File: src/common/sync_regs_pkg.sv
// constants, register map and state records for the sync, spi and pll block
package sync_regs_pkg;

	// register offsets on the internal register port
	localparam logic [7:0] SYNC_STATUS_OFS   = 8'hD3;
	localparam logic [7:0] READBACK_SEL_OFS  = 8'hD4;
	localparam logic [7:0] PLL_SETTLE_OFS    = 8'hD5;
	localparam logic [7:0] LP_TIMEOUT_HI_OFS = 8'hD2;

	// field positions and reset values
	localparam int          RESPONSE_FLAG_BIT = 0;
	localparam logic [7:0]  READBACK_RST      = 8'hFA;
	localparam logic [15:0] PLL_SETTLE_RST    = 16'h1450;
	localparam logic [15:0] LP_TIMEOUT_HI_RST = 16'h0000;

	// lock wait timing, reference clock assumed at 10 MHz
	localparam int REF_FREQ_MHZ     = 10;
	localparam int PLL_LOCK_MAX_US  = 500;
	localparam int PLL_LOCK_MIN_CNT = PLL_LOCK_MAX_US * REF_FREQ_MHZ;

	typedef enum logic [1:0] {
		PLL_OFF    = 2'b00,
		PLL_WAIT   = 2'b01,
		PLL_LOCKED = 2'b10
	} pll_state_t;

	typedef struct packed {
		logic        wr;
		logic        rd;
		logic [7:0]  addr;
		logic [15:0] wdata;
	} reg_req_t;

	typedef struct packed {
		logic        flag;
		logic        pulse;
		logic [7:0]  rb_addr;
		logic [15:0] settle;
		logic [15:0] lp_hi;
		logic [15:0] rdata;
		logic        rvalid;
		pll_state_t  pll_state;
		logic [15:0] pll_cnt;
		logic        pll_locked;
	} regs_state_t;

	typedef struct packed {
		logic [31:0] cnt;
		logic        expired;
		logic        err_pulse;
	} timer_state_t;

endpackage

File: src/design/lp_rx_timer.sv
// low-power receive timeout counter
`timescale 1ns/10ps
module lp_rx_timer (
	input  logic        clk,
	input  logic        resetn,
	input  logic        lp_rx_mode,
	input  logic        ref_tick,
	input  logic [31:0] compare,
	output logic        lp_timeout_error,
	output logic        lp_tx_forced
);

	sync_regs_pkg::timer_state_t s;
	sync_regs_pkg::timer_state_t next_s;

	always_comb begin
		next_s = s;
		next_s.err_pulse = 1'b0;
		if (!lp_rx_mode) begin
			next_s.cnt = 32'h0000_0000;
			next_s.expired = 1'b0;
		end else if (ref_tick && !s.expired) begin
			if (s.cnt == compare) begin
				next_s.expired = 1'b1;
				next_s.err_pulse = 1'b1;
			end else begin
				next_s.cnt = s.cnt + 32'h0000_0001;
			end
		end
	end

	always_ff @(posedge clk or negedge resetn) begin
		if (!resetn) begin
			s <= '0;
		end else begin
			s <= next_s;
		end
	end

	assign lp_timeout_error = s.err_pulse;
	// expiry holds the lane at lp11 in transmit until the mode is left
	assign lp_tx_forced     = s.expired;

	chk_timer_expire: assert property (
		@(posedge clk) disable iff (!resetn)
		lp_rx_mode && ref_tick && !s.expired && s.cnt == compare
		|=> lp_timeout_error && lp_tx_forced)
		else $error("timer did not expire at compare");

	chk_timer_exit: assert property (
		@(posedge clk) disable iff (!resetn)
		!lp_rx_mode |=> s.cnt == 32'h0000_0000 && !lp_tx_forced)
		else $error("timer not reset on mode exit");

endmodule // lp_rx_timer

File: src/design/sync_spi_pll_misc_regs.sv
// sync response, spi readback, pll lock wait and lp timeout registers
//
// Notes on behaviour
// - a sync response from the link sets flag bit 0; reads 0 before.
// - sync output pin goes high in the same cycle the flag sets.
// - writing 1 to bit 0 clears the flag; writing 0 leaves it.
// - clearing the flag drives the sync output pin low.
// - spi reads return the register named by the 8-bit select, reset 0xFA.
// - the 16-bit settle count sets the lock wait in reference cycles.
// - settle count resets to 0x1450, about 520 us at 10 MHz.
// - count times reference period must cover the 500 us lock time.
// - settle count writes are ignored while pll power is on.
// - second timer register holds part of the 32-bit timeout compare.
// - lp receive timer counts in mode, resets on exit, errors on expiry.
`timescale 1ns/10ps
module sync_spi_pll_misc_regs (
	input  logic                     clk,
	input  logic                     resetn,
	input  sync_regs_pkg::reg_req_t  reg_req,
	output logic [15:0]              reg_rdata,
	output logic                     reg_rvalid,
	input  logic                     sync_response_in,
	output logic                     sync_pulse_out,
	output logic [7:0]               readback_reg_addr,
	input  logic                     pll_power_on,
	input  logic                     ref_tick,
	output logic                     pll_locked,
	input  logic                     lp_rx_mode,
	input  logic [15:0]              lp_timeout_low,
	output logic                     lp_timeout_error,
	output logic                     lp_tx_forced
);

	sync_regs_pkg::regs_state_t s;
	sync_regs_pkg::regs_state_t next_s;
	logic [31:0]                timeout_compare;

	function automatic logic hit(input sync_regs_pkg::reg_req_t r,
		input logic [7:0] ofs);
		hit = r.addr == ofs;
	endfunction

	always_comb begin
		next_s = s;
		next_s.rvalid = 1'b0;

		// sticky response flag, a new response wins over a clear
		if (reg_req.wr && hit(reg_req, sync_regs_pkg::SYNC_STATUS_OFS)
			&& reg_req.wdata[sync_regs_pkg::RESPONSE_FLAG_BIT]) begin
			next_s.flag = 1'b0;
		end
		if (sync_response_in) begin
			next_s.flag = 1'b1;
		end
		// pin register loads the same next value as the flag
		next_s.pulse = next_s.flag;

		if (reg_req.wr && hit(reg_req, sync_regs_pkg::READBACK_SEL_OFS)) begin
			next_s.rb_addr = reg_req.wdata[7:0];
		end
		if (reg_req.wr && hit(reg_req, sync_regs_pkg::PLL_SETTLE_OFS)
			&& !pll_power_on) begin
			next_s.settle = reg_req.wdata;
		end
		if (reg_req.wr && hit(reg_req, sync_regs_pkg::LP_TIMEOUT_HI_OFS)) begin
			next_s.lp_hi = reg_req.wdata;
		end

		if (reg_req.rd) begin
			next_s.rvalid = 1'b1;
			case (reg_req.addr)
				sync_regs_pkg::SYNC_STATUS_OFS: begin
					next_s.rdata = {15'h0000, s.flag};
				end
				sync_regs_pkg::READBACK_SEL_OFS: begin
					next_s.rdata = {8'h00, s.rb_addr};
				end
				sync_regs_pkg::PLL_SETTLE_OFS: begin
					next_s.rdata = s.settle;
				end
				sync_regs_pkg::LP_TIMEOUT_HI_OFS: begin
					next_s.rdata = s.lp_hi;
				end
				default: begin
					next_s.rdata = 16'h0000;
				end
			endcase
		end

		// lock wait in reference cycles after power-on
		case (s.pll_state)
			sync_regs_pkg::PLL_OFF: begin
				next_s.pll_cnt = 16'h0000;
				if (pll_power_on) begin
					next_s.pll_state = sync_regs_pkg::PLL_WAIT;
				end
			end
			sync_regs_pkg::PLL_WAIT: begin
				if (!pll_power_on) begin
					next_s.pll_state = sync_regs_pkg::PLL_OFF;
				end else if (ref_tick) begin
					if (s.pll_cnt + 16'h0001 >= s.settle) begin
						next_s.pll_state = sync_regs_pkg::PLL_LOCKED;
					end else begin
						next_s.pll_cnt = s.pll_cnt + 16'h0001;
					end
				end
			end
			sync_regs_pkg::PLL_LOCKED: begin
				if (!pll_power_on) begin
					next_s.pll_state = sync_regs_pkg::PLL_OFF;
				end
			end
			default: begin
				next_s.pll_state = sync_regs_pkg::PLL_OFF;
			end
		endcase
		next_s.pll_locked = next_s.pll_state == sync_regs_pkg::PLL_LOCKED;
	end

	always_ff @(posedge clk or negedge resetn) begin
		if (!resetn) begin
			s.flag       <= 1'b0;
			s.pulse      <= 1'b0;
			s.rb_addr    <= sync_regs_pkg::READBACK_RST;
			s.settle     <= sync_regs_pkg::PLL_SETTLE_RST;
			s.lp_hi      <= sync_regs_pkg::LP_TIMEOUT_HI_RST;
			s.rdata      <= 16'h0000;
			s.rvalid     <= 1'b0;
			s.pll_state  <= sync_regs_pkg::PLL_OFF;
			s.pll_cnt    <= 16'h0000;
			s.pll_locked <= 1'b0;
		end else begin
			s <= next_s;
		end
	end

	// second register supplies the upper half of the compare value
	assign timeout_compare = {s.lp_hi, lp_timeout_low};

	lp_rx_timer u_lp_rx_timer (
		.clk              (clk),
		.resetn           (resetn),
		.lp_rx_mode       (lp_rx_mode),
		.ref_tick         (ref_tick),
		.compare          (timeout_compare),
		.lp_timeout_error (lp_timeout_error),
		.lp_tx_forced     (lp_tx_forced)
	);

	assign reg_rdata         = s.rdata;
	assign reg_rvalid        = s.rvalid;
	assign sync_pulse_out    = s.pulse;
	assign readback_reg_addr = s.rb_addr;
	assign pll_locked        = s.pll_locked;

	chk_flag_sets: assert property (
		@(posedge clk) disable iff (!resetn)
		sync_response_in |=> s.flag ##0 sync_pulse_out)
		else $error("response did not set flag");

	chk_pin_follows: assert property (
		@(posedge clk) disable iff (!resetn)
		sync_pulse_out == s.flag)
		else $error("sync pin differs from flag");

	chk_clear_w1c: assert property (
		@(posedge clk) disable iff (!resetn)
		reg_req.wr && reg_req.addr == sync_regs_pkg::SYNC_STATUS_OFS
		&& reg_req.wdata[0] && !sync_response_in
		|=> !s.flag && !sync_pulse_out)
		else $error("write one did not clear flag");

	chk_zero_keeps: assert property (
		@(posedge clk) disable iff (!resetn)
		s.flag && !(reg_req.wr && reg_req.addr ==
		sync_regs_pkg::SYNC_STATUS_OFS && reg_req.wdata[0])
		|=> sync_pulse_out)
		else $error("sync pin fell without clear");

	chk_select_write: assert property (
		@(posedge clk) disable iff (!resetn)
		reg_req.wr && reg_req.addr == sync_regs_pkg::READBACK_SEL_OFS
		|=> readback_reg_addr == $past(reg_req.wdata[7:0]))
		else $error("readback select not written");

	chk_lock_wait: assert property (
		@(posedge clk) disable iff (!resetn)
		s.pll_state == sync_regs_pkg::PLL_WAIT && pll_power_on && ref_tick
		&& s.pll_cnt + 16'h0001 >= s.settle |=> pll_locked)
		else $error("pll lock not reached at count");

	chk_no_early_lock: assert property (
		@(posedge clk) disable iff (!resetn)
		!pll_power_on |=> !pll_locked)
		else $error("lock shown while pll off");

	chk_reset_covers: assert property (
		@(posedge clk)
		!resetn ##1 !resetn
		|-> int'(s.settle) >= sync_regs_pkg::PLL_LOCK_MIN_CNT)
		else $error("reset settle count too short");

	chk_settle_guard: assert property (
		@(posedge clk) disable iff (!resetn)
		pll_power_on |=> $stable(s.settle))
		else $error("settle count changed while pll on");

	chk_reserved_zero: assert property (
		@(posedge clk) disable iff (!resetn)
		reg_req.rd && reg_req.addr == sync_regs_pkg::SYNC_STATUS_OFS
		|=> reg_rvalid && reg_rdata[15:1] == 15'h0000)
		else $error("reserved status bits not zero");

endmodule // sync_spi_pll_misc_regs

File: config.mk
export PLATFORM = sky130hd
export DESIGN_NAME = sync_spi_pll_misc_regs
export DESIGN_NICKNAME = d
export VERILOG_FILES = /design/src/common/sync_regs_pkg.sv /design/src/design/lp_rx_timer.sv /design/src/design/sync_spi_pll_misc_regs.sv
export SDC_FILE = /design/constraint.sdc
export NUM_CORES = 1
export LEC_CHECK = 0
export BUFFER_PORTS_ARGS = -buffer_cell sky130_fd_sc_hd__buf_2
export CAP_MARGIN = 10
export CORE_UTILIZATION = 45
export CTS_BUF_LIST = sky130_fd_sc_hd__clkbuf_4
export CTS_CLUSTER_DIAMETER = 150
export DETAILED_ROUTE_END_ITERATION = 12
export PLACE_DENSITY_LB_ADDON = 0.12
export SYNTH_ARGS = -nofsm -noshare
export SYNTH_HDL_FRONTEND = slang
export SYNTH_SLANG_ARGS = --single-unit
File: constraint.sdc
create_clock -name clk -period 3.9 [get_ports clk]
set_clock_uncertainty 0.15 [all_clocks]
set_input_delay 0.78 -clock clk [delete_from_list [all_inputs] [get_ports clk]]
set_output_delay 0.78 -clock clk [all_outputs]
set_load 0.05 [all_outputs]
; Yosys cells after proc, flatten, opt, wreduce, memory -nomap -nowiden
; Index checks and enable logic that the tools add are counted.
[word_totals]
ff_bits = 111
input_bits = 48
output_inout_bits = 29
[classes]
n_addsub = 2
order_cmp = 1
eq_ne = 14
muxes = 18
n_reduce_logical = 15
[op_table]
columns = operator, count
row1 = $pmux 16 s4, 1
row2 = $mux 34, 1
row3 = $mux 33, 1
row4 = $add 32x1->32 const B, 1
row5 = $eq 32x32->1, 1
row6 = $eq 8x8->1 const B, 4
row7 = $mux 16, 2
row8 = $mux 32, 1
row9 = $pmux 16 s2, 1
row10 = $mux 18, 1
row11 = $add 16x1->16 const B, 1
row12 = $ge 16x16->1, 1
row13 = $mux 2, 5
row14 = $ne 2x2->1 const B, 4
row15 = $logic_and 1x1->1, 7
row16 = $pmux 2 s3, 1
row17 = $eq 2x2->1 const B, 2
row18 = $mux 1, 4
row19 = $ne 2x1->1 const B, 2
row20 = $reduce_and 2->1, 2
row21 = $reduce_and 4->1, 1
row22 = $reduce_bool 2->1, 2
row23 = $eq 2x1->1 const B, 1
row24 = $logic_not 1->1, 2
row25 = $logic_not 2->1, 1

; Logic depth before layout (Yosys ltp)
; Gate-level depths: netlist of the first run.
[depth]
ltp_word = 7
mapped_depth = 14

; Cells and area by module
; A second synthesis of the first run with hierarchy kept.
[unflattened]
hier_cells = 641
hier_area_um2 = 6503.7
[modules_own_cells]
columns = module, n_inst, cells_each, area_each_um2
row1 = sync_spi_pll_misc_regs, 1, 398, 4329.2
row2 = lp_rx_timer, 1, 243, 2174.6

; Worst setup path after synthesis of the first run
; Ideal clock, no wire load.
[synth_path]
kind = register to register
start = register s[9] (netlist name)
end = register s[10] (netlist name)
setup_time_ns = 0.121
arrival_ns = 3.075
path_slack_ns = 0.554
path_stages_with_launch = 15
path_cell_list = dfrtp_1 clkbuf_1 and4_1 nand3_1 nor2_1 xnor2_1 ha_1 a21o_1 a21o_1 a2111oi_2 o21ai_1 o32a_1 buf_2 buf_2 a22o_1
[synth_between]
elab_chain_cells = 5
word_cells_on_any_way = 8
cone_classes = add/sub (1) / order compare (1) / eq/ne (1) / mux (4) / reduce/logical (1)
[synth_rtl]
columns = element, line
row1 = from (decl), sync_spi_pll_misc_regs.sv:34  ; sync_regs_pkg::regs_state_t s;
row2 = from (signal assigned), sync_spi_pll_misc_regs.sv:134  ; s <= next_s;
row3 = $add 16x1->16 (*), "sync_spi_pll_misc_regs.sv:102, sync_spi_pll_misc_regs.sv:105"
row4 = branches (longest 4 deep; another with $ge 16x16->1), -
; Every way passes the cells marked *. The select of a mux whose other input is x is not followed.
; A chain may end at the register's enable or synchronous reset.

; Final worst setup path of the first run
[layout_path]
start = register s[3] (netlist name)
end = register s[9] (netlist name)
; Same word-level chain as after synthesis.

==> results of run 1 <==
## path summary, 6_finish.rpt
path                                  start  slack (ns)                   end
max                                    s[3]        0.28                  s[9]
min                                  resetn        0.17  readback_reg_addr[0]
max reg2reg                            s[3]        0.28                  s[9]
min reg2reg                    reg_rdata[0]        0.38          reg_rdata[0]
max in group asynchronous            resetn        2.64                 s[64]
min in group clk           sync_response_in        0.31        sync_pulse_out
## per-stage QoR
step	util, %	instances	hold WS [ns]	cell area (um^2)
4_1_cts	50.77	847	0.1878	6830
5_1_grt	50.87	848	0.2242	6844
3_5_place_dp	49.77	831	0.3641	6695
2_1_floorplan	-	623	0.3344	6326
6_report	50.87	848	0.1683	6844
3_3_place_gp	49.77	831	0.3620	6695
## repair_timing
item	CTS	global route
setup endpoints to repair	0	16
gates resized for setup	0	2
setup buffers	0	1
endpoints found under the hold margin	0	0
## state kept, by name, summed over array words and instances (netlist names)
register and cells:
s 50, u_lp_rx_timer.s 32, reg_rdata 16, readback_reg_addr 8, pll_locked 1, reg_rvalid 1
sync_pulse_out 1, u_lp_rx_timer.lp_timeout_error 1, u_lp_rx_timer.lp_tx_forced 1
## final cells by class
class	instances	area (um^2)	area share, %
well taps	176	220.2	3.218
clock inverters	6	60.06	0.8775
clock buffers	10	75.07	1.097
repair buffers	82	440.4	6.435
multi-input cells	424	3112	45.47
flip-flops and latches	111	2790	40.77
inverters	39	146.4	2.139
## kinds of logic after synthesis
kind of cell	after synthesis	synth area share, %
adder cells (fa/ha/maj)	18	3.560
XOR/XNOR	51	7.061
flip-flops	111	44.11
multiplexers	67	11.47
AO/OA/AOI/OAI	90	10.13
AND/OR/NAND/NOR	198	16.79
buffers and inverters	88	6.883
## routing by layer
layer | global-route usage (%) | up-vias | share of wire, %
met2 | 33.37 | 113 | 45
li1 | - | 2265 | -
met3 | 2.594 | 17 | 4.1
met5 | 0 | - | 0.088
met1 | 31.74 | 2263 | 49
met4 | 7.948 | 2 | 1.7
## worst register-to-register path, delay by kind of cell (launching register included)
| kind | cells | cell delay, ns |
|---|---|---|
| buf+inv | 1 | 0.18 |
| compound gates | 6 | 1.79 |
| simple gates | 3 | 0.49 |
| fa+ha+maj | 1 | 0.29 |
| xor+xnor | 1 | 0.17 |
| flops | 1 | 0.46 |
## placed cells by master, fill, tap and decap left out, types with 12 or more instances in the layout
cell / netlist / routed
buf_2: 5 / 75
a21oi_1: 14 / 14
mux2i_1: 23 / 23
nand4_1: 15 / 15
nand3_1: 20 / 20
mux2_2: 44 / 44
nand2b_1: 29 / 29
xor2_1: 36 / 36
nand2_1: 45 / 45
inv_1: 39 / 39
nor2_1: 34 / 34
nor4_1: 12 / 12
ha_1: 18 / 18
o22ai_1: 16 / 16
xnor2_1: 15 / 15
dfrtp_1: 101 / 101
## power by group
part	switching, mW	internal, mW
clock	0.395	0.202
sequential	0.0259	1.18
combinational	0.138	0.0729
==> impl_results.md, run 1 <==
* Number of hold violations in the final report at 0
* CP Launch Type: register
* Post-synth top cells: dfrtp_1 (101), nand2_1 (45), mux2_2 (44), inv_1 (39), xor2_1 (36)
* Vias in the first global route at between 4000 and 5000
* Die area at between 10000 and 15000 um^2
* Req. time, crit path at about 4.1 ns
* Crit path largest cell delay at roughly 0.52 ns
* Clock Path Buffers at 2
* DRT iter0 DRCs at 281
* Synth Register Bits at 111
* Avg Inst Size Synth at approximately 10 um^2
* Clock Latency Late Sink at 0.49 ns
* Hold WC Path Type: in -> async
* Cts hold-fix bufs at 0
* Setup CP Type: reg -> reg
* Routed len/inst at 17.35 um
* Fin Setup TNS at 0 ns
* Critical Path Fanout Max at 16
* Tmin final at between 3 and 4 ns
* Worst R2R Path Depth at 12
* Setup violations, final at 0
* Die Height at roughly 120 um
* Clock Pin Slew Worst Setup and Hold Paths at 0.16 ns
* CP max-delay cell: o32a_2
* CP cell instances: and3_1, nand4_1, buf_4, nor2_1, xnor2_1, ha_1, a21o_1, a21o_1, a2111oi_2, o21ai_1, o32a_2, a211o_1
* Post-DR vias/cell at approximately 5.5
* MaxCap Viol Count at 0
* CTS tree: built
* Area delta synth->final at 8.188%
* Cell row count at 42
* Peak supply drop at around 0.00016 V
* Largest net degree at the start of global routing at just under 60
* Initial core utilization at around 47%
* CTS root buf: clkbuf_4
* Ys flop type: dfrtp_1
* Sequential fraction of the synthesis area at between 40 and 50%
* Gpl congestion at between 0.8 and 0.9
* CTS buffer count at 9
* Total GRT Usage at between 20% and 30%
* Worst path depth at 12
* IO Pins at 77
* Nets@finish at 733
* Most common cell in the netlist: dfrtp_1
* First-pass detailed-route iteration total at 4
* Worst Path Arrival at just under 4 ns
* Crit end category: register
* Clock sinks at 111
* Async S/R FF share, synth at 100.0%
* Worst Setup Slack, final at 0.2835 ns
* Synth top area cells: dfrtp_1 (40%), mux2_2 (7.8%), xor2_1 (5.0%)
* Fill cell count at 1267
* Syn Nets at 689
* Antenna fix cells at 0
* Fin crit share at between 90% and 100%
* Cell area after synthesis at ~6300 um^2
* Buf/Inv on CP at 1
* CP dominant cell by count: a21o_1
* DRC at 0
* Number of synthesized flops with an enable pin at 0
* Slew Limit Fails at 0
* Cell variety after synth at 56
* Remaining global-route overflow at 0
* CP delay by family, top: compound AO/OA/AOI/OAI gates
* Hpwl dp at around 11000 um
* Leading area contributor after synthesis: dfrtp_1
* First-pass GRT wire length at 24290 um
* Antenna violations before repair at 1
* Tot Pwr at a little over 2 mW
* Core ar. at 13450 um^2
* Slew margin rel. at between 30% and 40%
* Mapped Cells at slightly above 600
* Top-area cell type share of the netlist area at around two fifths
* Via count at approximately 4700
* RSZ-0062 raised after global routing: no
* Chip Width at between 100 and 150 um
* Count of warnings emitted by yosys at 0
* Share of cells above drive strength 1 at approximately 25%
* Antenna-violating nets left at 0
* PortBufs at 76
* Final wirelength at 14710 um
* Slew at the pin with the worst max-slew slack at roughly 0.94 ns
* Status: completed
* Pwr/cell area at 293.8 nW/um^2
* Max Fclk at 276.5 MHz
* Place WS at 0.1319 ns
* H-tree depth at 3
* P_leak at between 3 and 4 nW
No activity file was read; power rests on OpenSTA's default activity.
==> run 2, diff against run 1 <==
--- a/config.mk
+++ b/config.mk
@@ -7,11 +7,12 @@
 export LEC_CHECK = 0
 export BUFFER_PORTS_ARGS = -buffer_cell sky130_fd_sc_hd__buf_2
 export CAP_MARGIN = 10
+export CORE_MARGIN = 2
 export CORE_UTILIZATION = 45
 export CTS_BUF_LIST = sky130_fd_sc_hd__clkbuf_4
 export CTS_CLUSTER_DIAMETER = 150
 export DETAILED_ROUTE_END_ITERATION = 12
-export PLACE_DENSITY_LB_ADDON = 0.12
+export PLACE_DENSITY_LB_ADDON = 0.15
 export SYNTH_ARGS = -nofsm -noshare
 export SYNTH_HDL_FRONTEND = slang
 export SYNTH_SLANG_ARGS = --single-unit
==> run 2 against run 1 <==
Effect of this change: count of clock-buffer cells in the layout down 1; routed wire length up 1.1%; first-iteration DRC count up 21%; worst hold slack better by 0.020 ns; die area up 3.3%; critical path type unchanged; largest cell class unchanged; highest routed layer is now met4.
==> impl_results.md, run 2 (synthesis gave the netlist of run 1 again) <==
* Final instance area at 6853 um^2 (+0.13%)
* Via count at 4747 (+1.9%)
* P_leak at 3.373 nW (about the same)
* Die area at 15020 um^2 (+3.3%)
* Share of cells above drive strength 1 at 25.37% (+0.22 points)
* Area after DPL at 6710 um^2 (+0.22%)
* CTS buffer count at 9 (unchanged)
* RSZ-0062 raised after global routing: no
* Post-DR vias/cell at 5.552 (+1.0%)
* Setup CP Type: reg -> reg
* Status: completed
* Slew margin rel. at 30.90% (-6.2 points)
* Place WS at 0.2378 ns (+0.1059 ns)
* Crit end category: register
* Antenna violations before repair at 1 (unchanged)
* Gpl congestion at 0.8959 (+6.5%)
* Cell row count at 43 (+2.4%)
* Fill cell count at 1299 (+2.5%)
* Switching part of the total at 28.06% (+0.29 points)
* Largest net degree at the start of global routing at 64 (+10%)
* Clock Latency Late Sink at 0.49 ns (about the same)
* Max FFs per register at 50 (unchanged)
* DRC at 0 (unchanged)
* Slew at the pin with the worst max-slew slack at 1.029 ns (+0.09182 ns)
* Initial core utilization at 45.75% (-1.3 points)
* H-tree depth at 3 (unchanged)
* Worst Path Arrival at 3.86 ns (about the same)
* Hold WC Path Type: in -> async
* Fin crit share at 93.27% (+0.55 points)
* Setup bufs post-CTS at 0 (unchanged)
* Area delta synth->final at 8.327%
* Fin Setup TNS at 0 ns (unchanged)
* Peak supply drop at 0.0001377 V (-15%)
* Critical Path Fanout Max at 16 (unchanged)
* Clock power share at 29.7% (about the same)
* Clock Pin Slew Worst Setup and Hold Paths at 0.17 ns (about the same)
* Vias in the first global route at 4645 (+0.89%)
* Remaining global-route overflow at 0 (unchanged)
* Sequential group share of total power at 59.9% (about the same)
* First-pass detailed-route iteration total at 4 (unchanged)
* Setup violations, final at 0 (unchanged)
* Slew Limit Fails at 0 (unchanged)
* Commonest non-fill, non-tap cells in the layout: dfrtp_1 (101), buf_2 (75), nand2_1 (45)
* Antenna-violating nets left at 0 (unchanged)
* DRT iter0 DRCs at 340 (+21%)
* Combinational Power Share at 10.5% (about the same)
* Flop-to-flop setup slack at 0.26 ns (-0.02 ns)
* CTS root buf: clkbuf_4
* Worst Setup Slack, final at 0.2623 ns (-0.02126 ns)
* First-pass GRT wire length at 24050 um (-1.0%)
* Commonest non-fill, non-tap cell in the layout: dfrtp_1
* IO Pins at 77 (unchanged)
* Number of hold violations in the final report at 0 (unchanged)
* Int Power at 1.446 mW (-0.44%)
* Tmin final at 3.638 ns (+0.02126 ns)
* Nets@finish at 735 (+0.27%)
* Final wirelength at 14880 um (+1.1%)
* Die Height at 122.6 um (+1.7%)
* Req. time, crit path at 4.12 ns (-0.02 ns)
* Core ar. at 13830 um^2 (+2.8%)
* Routed len/inst at 17.40 um (+0.32%)
* CTS tree: built
* Pwr/cell area at 293.3 nW/um^2 (-0.17%)
* MaxCap Viol Count at 0 (unchanged)
* Largest Register: s
* Clock sinks at 111 (unchanged)
* PortBufs at 76 (unchanged)
* CP Launch Type: register
* Total GRT Usage at 20.99% (-0.82 points)
* P_sw at 564.1 uW (+0.99%)
* Max Fclk at 274.9 MHz (-0.58%)
* Clock Path Buffers at 2 (unchanged)
* Chip Width at 122.6 um (+1.7%)
* Hpwl dp at 11110 um (+0.62%)
[run 2: changes by cell type in the layout (fill, tap and decap cells not counted), sizes merged]
cell	change
buf	+2
clkbuf	-1
clkinv	-1
clkinvlp	+2
diode	+1
[run 2: power by group through the flow]
stage	registers [mW]	logic, mW	clock network [mW]
2_1_floorplan	1.22	0.122	0
3_3_place_gp	1.22	0.208	0
3_5_place_dp	1.22	0.213	0
4_1_cts	1.20	0.214	0.619
5_1_grt	1.21	0.233	0.657
6_report	1.20	0.211	0.596
[run 2: per-stage QoR]
| step | hold WS, ns | utilization, % | instances | total power [mW] |
|---|---|---|---|---|
| 6_report | 0.1888 | 49.56 | 855 | 2.010 |
| 5_1_grt | 0.2448 | 49.56 | 855 | 2.098 |
| 4_1_cts | 0.2024 | 49.53 | 854 | 2.036 |
| 3_5_place_dp | 0.3456 | 48.53 | 838 | 1.437 |
| 3_3_place_gp | 0.3367 | 48.53 | 838 | 1.431 |
| 2_1_floorplan | 0.3344 | - | 623 | 1.343 |
[run 2: final cells by class]
class / instances / area (um^2) / share of cell area, %
diodes: 1 / 2.502 / 0.03652
clock buffers: 9 / 67.56 / 0.9859
clock inverters: 7 / 71.32 / 1.041
inverters: 39 / 146.4 / 2.136
multi-input cells: 424 / 3107 / 45.34
flip-flops and latches: 111 / 2790 / 40.72
well taps: 180 / 225.2 / 3.286
repair buffers: 84 / 442.9 / 6.463
[run 2: worst paths after layout]
path | from | end | cells past startpoint
min reg2reg | sync_pulse_out | sync_pulse_out | 1
max reg2reg | s[3] | s[16] | 11
max | s[3] | s[16] | 11
min | resetn | reg_rdata[0] | 1
max in group asynchronous | resetn | s[58] | 2
min in group clk | sync_response_in | sync_pulse_out | 2
[run 2: timing repair]
item                       4_1_cts  5_1_grt
hold buffers                     0        0
resized for setup                0        1
setup endpoints to repair        0       13
[run 2: per-layer routing]
metal  part of all wire, %  vias to the layer above  GRT usage (%)
met5                     0                        -              0
met4                   2.3                        0          8.118
met3                   3.6                       26          2.835
met2                    47                      107          33.19
met1                    47                     2345          29.31
li1                      -                     2269              -
[run 2: critical path, stage by stage (launching register included)]
cell,delay (ns)
dfrtp_1,0.45
and3_1,0.24
nand4_1,0.24
nor3_1,0.31
xor2_1,0.22
ha_1,0.29
nand4_1,0.15
nor2_1,0.08
a2111oi_2,0.38
o21ai_1,0.17
o32a_2,0.51
mux2_2,0.32
